[config.mk]
export PLATFORM = sky130hd
export DESIGN_NAME = duart_irq_core
export DESIGN_NICKNAME = d
export VERILOG_FILES = /design/src/design/duart_irq_pkg.sv /design/src/design/irq_src_if.sv /design/src/design/service_level.sv /design/src/design/counter_ready_track.sv /design/src/design/duart_irq_core.sv
export VERILOG_INCLUDE_DIRS = /design/src /design/src/design
export SDC_FILE = /design/constraint.sdc
export NUM_CORES = 1
export LEC_CHECK = 0
export BUFFER_PORTS_ARGS = -buffer_cell sky130_fd_sc_hd__buf_2
export CELL_PAD_IN_SITES_DETAIL_PLACEMENT = 1
export CELL_PAD_IN_SITES_GLOBAL_PLACEMENT = 2
export CORE_MARGIN = 2
export CORE_UTILIZATION = 28
export DETAILED_ROUTE_END_ITERATION = 10
export PLACE_DENSITY = 0.85
export SLEW_MARGIN = 15
export SYNTH_ARGS = -nofsm -noshare
export SYNTH_HDL_FRONTEND = slang
export SYNTH_SLANG_ARGS = --single-unit
[constraint.sdc]
create_clock -name clk -period 2.25 [get_ports clk]
set_input_delay 0.1125 -clock clk [delete_from_list [all_inputs] [get_ports clk]]
set_output_delay 0.1125 -clock clk [all_outputs]
set_load 0.02 [all_outputs]
[src/design/duart_irq_params.svh]
`ifndef DUART_IRQ_PARAMS_SVH
`define DUART_IRQ_PARAMS_SVH

// Register indices on the word-addressed bus.
`define IDX_INPUT_CHANGE  5'h04
`define IDX_STATUS        5'h05
`define IDX_MODE_ZERO     5'h08
`define IDX_MODE_ONE      5'h09
`define IDX_AUX_CONTROL   5'h0A
`define IDX_CT_MODE       5'h0B
`define IDX_COMMAND       5'h10

// Command codes written to the command register.
`define CMD_RST_BRK_FIRST  8'h01
`define CMD_RST_BRK_SECOND 8'h02
`define CMD_STOP_COUNTER   8'h03

// Status and mask bit positions.
`define BIT_TX_FIRST    0
`define BIT_RX_FIRST    1
`define BIT_BRK_FIRST   2
`define BIT_CTR_READY   3
`define BIT_TX_SECOND   4
`define BIT_RX_SECOND   5
`define BIT_BRK_SECOND  6
`define BIT_INPUT_CHG   7

// Level fields inside the mode registers.
`define TX_LVL_MSB  5
`define TX_LVL_LSB  4
`define RX_LVL_BIT  6

`define STATUS_RESET 8'h00
`define MASK_RESET   8'h00
`define BYTE_RESET   8'h00

`endif

[src/design/duart_irq_pkg.sv]
package duart_irq_pkg;

    typedef enum logic [0:0] {
        BUS_IDLE = 1'b0,
        BUS_ACK  = 1'b1
    } bus_state_e;

    typedef logic [7:0] byte_t;
    typedef logic [1:0] level_sel_t;

endpackage

[src/design/irq_src_if.sv]
`timescale 1ns/1ns

interface irq_src_if #(
    parameter int CW = 5
);
    logic [1:0][CW-1:0] rx_cnt;
    logic [1:0][CW-1:0] tx_cnt;
    logic [1:0]         rx_wdog;
    logic [1:0]         rx_lvl;
    logic [1:0]         tx_lvl;
    logic [1:0]         rx_service;
    logic [1:0]         tx_service;
    logic               ct_zero;
    logic               timer_mode;
    logic               stop_cmd;
    logic               counter_ready;

    modport core (
        output rx_cnt, tx_cnt, rx_wdog, rx_lvl, tx_lvl,
        output ct_zero, timer_mode, stop_cmd,
        input  rx_service, tx_service, counter_ready
    );
    modport level (
        input  rx_cnt, tx_cnt, rx_wdog, rx_lvl, tx_lvl,
        output rx_service, tx_service
    );
    modport ctr (
        input  ct_zero, timer_mode, stop_cmd,
        output counter_ready
    );
endinterface

[src/design/service_level.sv]
`timescale 1ns/1ns

module service_level #(
    parameter int DEPTH = 16,
    parameter int CW    = 5
) (
    irq_src_if.level src
);
    localparam logic [CW-1:0] ONE  = CW'(1);
    localparam logic [CW-1:0] FULL = CW'(DEPTH);
    localparam logic [CW-1:0] HALF = CW'(DEPTH / 2);
    localparam logic [CW-1:0] MOST = CW'((DEPTH * 3) / 4);

    // Fill test: 0 any, 1 half, 2 three quarters, 3 full.
    function automatic logic fill_ok(input logic [CW-1:0] c,
                                     input duart_irq_pkg::level_sel_t s);
        case (s)
            2'h0:    fill_ok = (c >= ONE);
            2'h1:    fill_ok = (c >= HALF);
            2'h2:    fill_ok = (c >= MOST);
            default: fill_ok = (c >= FULL);
        endcase
    endfunction

    always_comb begin
        for (int i = 0; i < 2; i++) begin
            src.rx_service[i] = fill_ok(src.rx_cnt[i], src.rx_lvl)
                                | src.rx_wdog[i];
            // Transmit level counts free slots; code 0 means empty.
            src.tx_service[i] = fill_ok(FULL - src.tx_cnt[i],
                                        ~src.tx_lvl);
        end
    end
endmodule

[src/design/counter_ready_track.sv]
`timescale 1ns/1ns

module counter_ready_track (
    input wire logic clk,
    input wire logic rstn,
    irq_src_if.ctr   src
);
    logic phase;
    logic ready;
    logic next_phase;
    logic next_ready;

    always_comb begin
        next_phase = phase;
        next_ready = ready;
        if (src.stop_cmd) begin
            next_ready = 1'b0;
            if (!src.timer_mode) begin
                next_phase = 1'b0;
            end
        end
        if (src.ct_zero) begin
            if (src.timer_mode) begin
                next_phase = ~phase;
                if (phase) begin
                    next_ready = 1'b1;
                end
            end else begin
                next_ready = 1'b1;
            end
        end
    end

    always_ff @(posedge clk) begin
        if (!rstn) begin
            phase <= 1'b0;
            ready <= 1'b0;
        end else begin
            phase <= next_phase;
            ready <= next_ready;
        end
    end

    assign src.counter_ready = ready;
endmodule

[src/design/duart_irq_core.sv]
// Our own choice: register access over Avalon-MM.
`timescale 1ns/1ns
`include "duart_irq_params.svh"

module duart_irq_core #(
    parameter int DEPTH = 16,
    parameter int CW    = 5
) (
    input  wire logic          clk,
    input  wire logic          rstn,
    input  wire logic [4:0]    avs_address,
    input  wire logic          avs_read,
    input  wire logic          avs_write,
    input  wire logic [31:0]   avs_writedata,
    output logic      [31:0]   avs_readdata,
    output logic               avs_waitrequest,
    input  wire logic          break_change_first,
    input  wire logic          break_change_second,
    input  wire logic [CW-1:0] rx_fifo_count_first,
    input  wire logic [CW-1:0] rx_fifo_count_second,
    input  wire logic          rx_watchdog_first,
    input  wire logic          rx_watchdog_second,
    input  wire logic [CW-1:0] tx_fifo_count_first,
    input  wire logic [CW-1:0] tx_fifo_count_second,
    input  wire logic          ct_zero,
    input  wire logic [3:0]    input_change,
    input  wire logic [3:0]    input_state,
    output logic               irq_out_n
);
    // ************************************************************
    // Declarations
    // ************************************************************
    duart_irq_pkg::bus_state_e state;
    duart_irq_pkg::bus_state_e next_state;
    logic                      next_waitrequest;
    logic [31:0]               next_readdata;

    duart_irq_pkg::byte_t      status;
    duart_irq_pkg::byte_t      mask;
    duart_irq_pkg::byte_t      mode_reg_zero;
    duart_irq_pkg::byte_t      mode_reg_one;
    logic [3:0]                aux_control_reg;
    logic                      timer_mode;
    logic [3:0]                change_latch;
    duart_irq_pkg::byte_t      next_status;
    duart_irq_pkg::byte_t      next_mask;
    duart_irq_pkg::byte_t      next_mode_zero;
    duart_irq_pkg::byte_t      next_mode_one;
    logic [3:0]                next_aux;
    logic                      next_timer_mode;
    logic [3:0]                next_change_latch;
    logic                      next_irq_out_n;

    logic                      done;
    logic                      wr_done;
    logic                      rd_done;
    logic                      rst_brk_first;
    logic                      rst_brk_second;
    logic                      change_read;
    duart_irq_pkg::byte_t      read_mux;

    irq_src_if #(.CW(CW)) src ();

    // ************************************************************
    // Source conditioning
    // ************************************************************
    assign src.rx_cnt     = {rx_fifo_count_second, rx_fifo_count_first};
    assign src.tx_cnt     = {tx_fifo_count_second, tx_fifo_count_first};
    assign src.rx_wdog    = {rx_watchdog_second, rx_watchdog_first};
    assign src.rx_lvl     = {mode_reg_zero[`RX_LVL_BIT],
                             mode_reg_one[`RX_LVL_BIT]};
    assign src.tx_lvl     = mode_reg_zero[`TX_LVL_MSB:`TX_LVL_LSB];
    assign src.ct_zero    = ct_zero;
    assign src.timer_mode = timer_mode;

    service_level #(
        .DEPTH (DEPTH),
        .CW    (CW)
    ) u_level (
        .src (src.level)
    );

    counter_ready_track u_ctr (
        .clk  (clk),
        .rstn (rstn),
        .src  (src.ctr)
    );

    // ************************************************************
    // Bus slave
    // ************************************************************
    assign done    = (state == duart_irq_pkg::BUS_ACK);
    assign wr_done = done && avs_write;
    assign rd_done = done && avs_read;

    always_comb begin
        case (avs_address)
            `IDX_STATUS:       read_mux = status;
            `IDX_INPUT_CHANGE: read_mux = {change_latch, input_state};
            `IDX_MODE_ZERO:    read_mux = mode_reg_zero;
            `IDX_MODE_ONE:     read_mux = mode_reg_one;
            `IDX_AUX_CONTROL:  read_mux = {4'h0, aux_control_reg};
            `IDX_CT_MODE:      read_mux = {7'h00, timer_mode};
            default:           read_mux = `BYTE_RESET;
        endcase
    end

    always_comb begin
        next_state       = state;
        next_waitrequest = 1'b1;
        next_readdata    = avs_readdata;
        case (state)
            duart_irq_pkg::BUS_IDLE: begin
                if (avs_read || avs_write) begin
                    next_state       = duart_irq_pkg::BUS_ACK;
                    next_waitrequest = 1'b0;
                    next_readdata    = {24'h000000, read_mux};
                end
            end
            duart_irq_pkg::BUS_ACK: begin
                next_state = duart_irq_pkg::BUS_IDLE;
            end
            default: begin
                next_state = duart_irq_pkg::BUS_IDLE;
            end
        endcase
    end

    always_ff @(posedge clk) begin
        if (!rstn) begin
            state           <= duart_irq_pkg::BUS_IDLE;
            avs_waitrequest <= 1'b1;
            avs_readdata    <= 32'h00000000;
        end else begin
            state           <= next_state;
            avs_waitrequest <= next_waitrequest;
            avs_readdata    <= next_readdata;
        end
    end

    // ************************************************************
    // Commands and side effects
    // ************************************************************
    assign rst_brk_first  = wr_done && (avs_address == `IDX_COMMAND)
                            && (avs_writedata[7:0] == `CMD_RST_BRK_FIRST);
    assign rst_brk_second = wr_done && (avs_address == `IDX_COMMAND)
                            && (avs_writedata[7:0] == `CMD_RST_BRK_SECOND);
    assign src.stop_cmd   = wr_done && (avs_address == `IDX_COMMAND)
                            && (avs_writedata[7:0] == `CMD_STOP_COUNTER);
    assign change_read    = rd_done && (avs_address == `IDX_INPUT_CHANGE);

    // ************************************************************
    // Registers, status and request
    // ************************************************************
    always_comb begin
        next_mask         = mask;
        next_mode_zero    = mode_reg_zero;
        next_mode_one     = mode_reg_one;
        next_aux          = aux_control_reg;
        next_timer_mode   = timer_mode;
        next_status       = status;
        next_change_latch = change_latch;
        if (wr_done) begin
            case (avs_address)
                `IDX_STATUS:      next_mask = avs_writedata[7:0];
                `IDX_MODE_ZERO:   next_mode_zero = avs_writedata[7:0];
                `IDX_MODE_ONE:    next_mode_one = avs_writedata[7:0];
                `IDX_AUX_CONTROL: next_aux = avs_writedata[3:0];
                `IDX_CT_MODE:     next_timer_mode = avs_writedata[0];
                default:          next_mask = mask;
            endcase
        end
        if (rst_brk_first) begin
            next_status[`BIT_BRK_FIRST] = 1'b0;
        end
        if (break_change_first) begin
            next_status[`BIT_BRK_FIRST] = 1'b1;
        end
        if (rst_brk_second) begin
            next_status[`BIT_BRK_SECOND] = 1'b0;
        end
        if (break_change_second) begin
            next_status[`BIT_BRK_SECOND] = 1'b1;
        end
        if (change_read) begin
            next_change_latch            = 4'h0;
            next_status[`BIT_INPUT_CHG] = 1'b0;
        end
        next_change_latch = next_change_latch | input_change;
        if (|(input_change & aux_control_reg)) begin
            next_status[`BIT_INPUT_CHG] = 1'b1;
        end
        next_status[`BIT_RX_FIRST]  = src.rx_service[0];
        next_status[`BIT_RX_SECOND] = src.rx_service[1];
        next_status[`BIT_TX_FIRST]  = src.tx_service[0];
        next_status[`BIT_TX_SECOND] = src.tx_service[1];
        next_status[`BIT_CTR_READY] = src.counter_ready;
        next_irq_out_n = ~|(next_status & next_mask);
    end

    always_ff @(posedge clk) begin
        if (!rstn) begin
            status          <= `STATUS_RESET;
            mask            <= `MASK_RESET;
            mode_reg_zero   <= `BYTE_RESET;
            mode_reg_one    <= `BYTE_RESET;
            aux_control_reg <= 4'h0;
            timer_mode      <= 1'b0;
            change_latch    <= 4'h0;
            irq_out_n       <= 1'b1;
        end else begin
            status          <= next_status;
            mask            <= next_mask;
            mode_reg_zero   <= next_mode_zero;
            mode_reg_one    <= next_mode_one;
            aux_control_reg <= next_aux;
            timer_mode      <= next_timer_mode;
            change_latch    <= next_change_latch;
            irq_out_n       <= next_irq_out_n;
        end
    end
endmodule

Yosys cells after proc, flatten, opt, wreduce, memory -nomap -nowiden. Index checks and enable logic that the tools add are counted.

Word-level logic and storage cells: 98. Register bits: 54. Input port bits: 74.

Order comparisons: 16. Reduce and logical (&&, ||, !) cells: 19. Add/sub/neg operators: 2. Bitwise operators: 9. Mux-type cells: 25. Equality and inequality tests: 14.

Operators by type and width (number): $pmux W8 S6 (1); $ge A5 B4 Y1 const B (8); $eq A5 B4 Y1 const B (4); $ge A5 B1 Y1 const B (4); $ge A5 B5 Y1 const B (4); $eq A8 B2 Y1 const B (2); $mux W1 (16); $mux W8 (2); $pmux W1 S3 (4); $eq A5 B3 Y1 const B (2); $reduce_and A2 Y1 (5); $sub A5 B5 Y5 const A (2); $and A8 B8 Y8 (1); $eq A8 B1 Y1 const B (1); $reduce_or A8 Y1 (1); $logic_and A1 B1 Y1 (7); $eq A5 B5 Y1 const B (1); $and A4 B4 Y4 (1); $eq A2 B1 Y1 const B (2); $eq A2 B2 Y1 const B (2); $logic_not A2 Y1 (2); $mux W4 (1); $or A4 B4 Y4 (1); $reduce_or A4 Y1 (1); 7 further kinds (10).

Longest topological paths before layout.
Depth after elaboration: 8. Mapped depth: 7. Gate-level depth less buffers: 7.

Modules after synthesis. A second synthesis with hierarchy kept.

Cells, all modules: 340. Area total of the unflattened synthesis: 2807.7 um2.

Modules (own cells, without submodules): duart_irq_core (cells an instance 278, instances 1, area each 2372.3 um2); service_level (cells an instance 52, instances 1, area each 340.3 um2); counter_ready_track (cells an instance 10, instances 1, area each 95.1 um2).

Worst setup path before layout. OpenSTA, ideal clock, no wires.

Path type: register to register. Start point: register state, in the netlist done. End point: register irq_out_n. Arrival: 1554 ps. Required time: 2154 ps. Slack: 600 ps. Period minus slack after synthesis: 1650 ps. Cell stages (with the launch flop): 7. Cell sequence: dfxtp_1 > buf_2 > nand4b_1 > nor2_8 > mux2i_1 > o221ai_2 > o41ai_2.

Cells in the longest elaborated chain, start to end: 8.

Ends and longest elaborated chain: start: declaration (line duart_irq_core.sv:33) `duart_irq_pkg::bus_state_e state;`; start signal: assignment (line duart_irq_core.sv:131) `state <= duart_irq_pkg::BUS_IDLE;`; start signal: assignment (line duart_irq_core.sv:135) `state <= next_state;`; $logic_and A1 B1 Y1 (line duart_irq_core.sv:93) `assign wr_done = done && avs_write;`; $logic_and A1 B1 Y1 (line duart_irq_core.sv:144, duart_irq_core.sv:146); $logic_and A1 B1 Y1, on equally long branches (line duart_irq_core.sv:144, duart_irq_core.sv:146); $mux W1, on equally long branches (line duart_irq_core.sv:173, duart_irq_core.sv:179); $mux W1, on equally long branches (line duart_irq_core.sv:176, duart_irq_core.sv:182); $and A8 B8 Y8 * (line duart_irq_core.sv:198) `next_irq_out_n = ~|(next_status & next_mask);`; $reduce_or A8 Y1 * (line duart_irq_core.sv:198); $logic_not A1 Y1 * (line duart_irq_core.sv:198); end signal: assignment (line duart_irq_core.sv:219) `irq_out_n <= next_irq_out_n;`; end: declaration (line duart_irq_core.sv:28) `output logic irq_out_n`.

Mark *: on every way between the ends. The rest lies on a longest branch, timed or not. A chain may end at the register's enable or synchronous reset.

Final worst setup path. Ends and elaborated chain as after synthesis.

==> out/qor.yml <==
finish.utilization: 0.329
slowest_stage: "dfxtp_1"
synth_largest_area_cell: "dfxtp_1"
setup-violations-final: 0
synthAdderAreaFrac: 0.0217
io_buffers: 59
status: "finished, final reports clean"
yosys-top-cells-count: "54 x dfxtp_1, 50 x nor2_1, 27 x mux2i_1"
synth_warnings: 0
synthCells: 321
slew-limit-headroom: 0.608
p_leak_nw: 1.45
synth_mux_area_frac: 0.102
criticalPathCategory: "register to register"
gp_congestion: 0.760
routed_wl_um: 8060
arrival_ns: 2.19
async_flop_share: 0
fin_area_um2: 3330
dpl_cell_area_um2: 3240
endpoint_kind: "register"
postCtsSetupRepairBufs: 0
dieHeight_um: 105
skew_ns: 0.00409
cts.sinks: 54
yosysMostFrequentCell: "dfxtp_1"
ys_ff_latch: 54
worst_slew_pin_slew_ns: 0.588
critPathMaxStageDelay_ns: 0.57
synthSimpleGateAreaFrac: 0.207
grt_use_total: 0.148
fin_nets: 457
max-vdd-ir-drop_mv: 0.279
clock_latency_ns: 0.31
min_period_ns: 1.96
maxSlewViolCount: 0
dp_hpwl_um: 6240
dr_total_vias: 2454
row_count: 37
rsz0062_at_grt: "no"
num_antenna_cells: 0
coreArea_um2: 10100
cp_max_fo: 9
synthXorXnorAreaFrac: 0.0213
syn_area_um2: 2880
required_ns: 2.48
yosysSeqAreaShare: 0.375
crit_chain: "nand4b_1, nor2_8, mux2i_1, o221ai_2, o41ai_2"
tritoncts: "done"
drtIter0Drc: 97
synth_edf_count: 0
clock_path_buffers: 2
grt-ovfl-total: 0
place_ws_ns: 0.296
nFillCells: 1210
period_share: 0.871
pwr_density_cell_nw_per_um2: 535
numCtsBuffers: 5
antenna_found_initial: 0
timing.setup.tns_ns: 0
dieArea_um2: 11100
via_per_inst: 4.77
synth_top_area_frac: 0.375
cts_root_buf: "clkbuf_8"
ant_nets: 0
drive_above_1_share: 0.230
die_w_um: 105
synth.top_cells.by_area: "dfxtp_1 37%, mux2i_1 9.4%, buf_4 6.5%"
hold_violations: 0
max_freq_mhz: 510
synthFlopType: "dfxtp_1"
drc: 0
start_util: 0.284
min_path_type: "input port to register"
setup.worst_path.start_class: "register"
yosysUniqueCellTypes: 58
drv_cap: 0
dr.pass1.iters: 4
synth_compound_area_frac: 0.177
avgSynthCellArea_um2: 8.98
grt_pass1_wl_um: 13000
setup_ws_ns: 0.290
post_drt_wl_per_cell_um: 15.7
synth_top_family_by_area: "simple AND/OR/NAND/NOR gates"
first_global_vias: 2560
ios: 108
area_growth_pct: 15.5
h-tree-depth: 2
path_clk_slew_ns: 0.10
grt_max_degree: 35
## layer usage
layer  wire, um  vias up  global-route usage
li1           -     1198                   -
met1       3860     1184               0.196
met2       3730       62               0.246
met3        324       10              0.0254
met4        149        0              0.0470
met5          0        -                   0
## critical path: cells and delay by family (launching register included)
kind / cells / cell delay, ns
DFF: 1 / 0.57
muxes: 1 / 0.31
AOI/OAI and AO/OA: 2 / 0.40
and+or+nand+nor: 2 / 0.60
## power by group
group | switching, mW | internal (mW)
Sequential | 0.0145 | 0.974
Clock | 0.332 | 0.221
Combinational | 0.159 | 0.0826
## final cells by class
type,instances,area [um2],area share
Multi-Input combinational cell,243,1610,0.484
Sequential cell,54,1080,0.324
Timing Repair Buffer,63,340,0.102
Tap cell,136,170,0.0511
Clock buffer,6,72.6,0.0218
Inverter,11,41.3,0.0124
Clock inverter,2,13.8,0.00413
## layout by cell type, fill, tap and decap left out, types with 3 or more instances in the layout
cell type / instances
a21o_1: 4
a21oi_1: 17
a22oi_1: 16
a31o_1: 3
a31oi_1: 5
and3_1: 3
buf_2: 59
clkbuf_8: 5
conb_1: 24
dfxtp_1: 54
ha_1: 5
inv_1: 11
mux2i_1: 27
nand2_1: 16
nand2b_1: 4
nand3_1: 4
nor2_1: 50
nor2b_1: 3
nor3_1: 6
o21ai_0: 5
xnor2_1: 3
xor2_1: 4
## stage by stage
step	power (mW)	std cells	hold WS, ns
final	1.78	515	0.0328
after global routing	1.88	515	0.0508
after CTS	1.80	515	0.0289
after detailed placement	1.25	506	0.330
after global placement	1.24	506	0.327
after floorplan	1.17	344	0.168
## path summary, 6_finish.rpt
path / from / to / slack (ns) / cells past startpoint
max: done / irq_out_n / 0.29 / 5
min: input_change[3] / change_latch[3] / 0.03 / 3
max reg2reg: done / irq_out_n / 0.29 / 5
min reg2reg: avs_readdata[2] / avs_readdata[2] / 0.46 / 2
## cells by family (layout without fill, tap and decap cells)
group,after synthesis,after routing
xor+xnor,7,7
flops,54,54
mux,28,28
fa+ha+maj,5,5
compound gates,69,69
simple gates,110,110
other cells,1,24
buf+inv,47,82
## repair_timing
| item | CTS | global route |
|---|---|---|
| hold endpoints to repair | 1 | 0 |
| hold buffers | 1 | 0 |
| resized for setup | 0 | 0 |
Note: power is estimated with default switching activity, not from simulation.
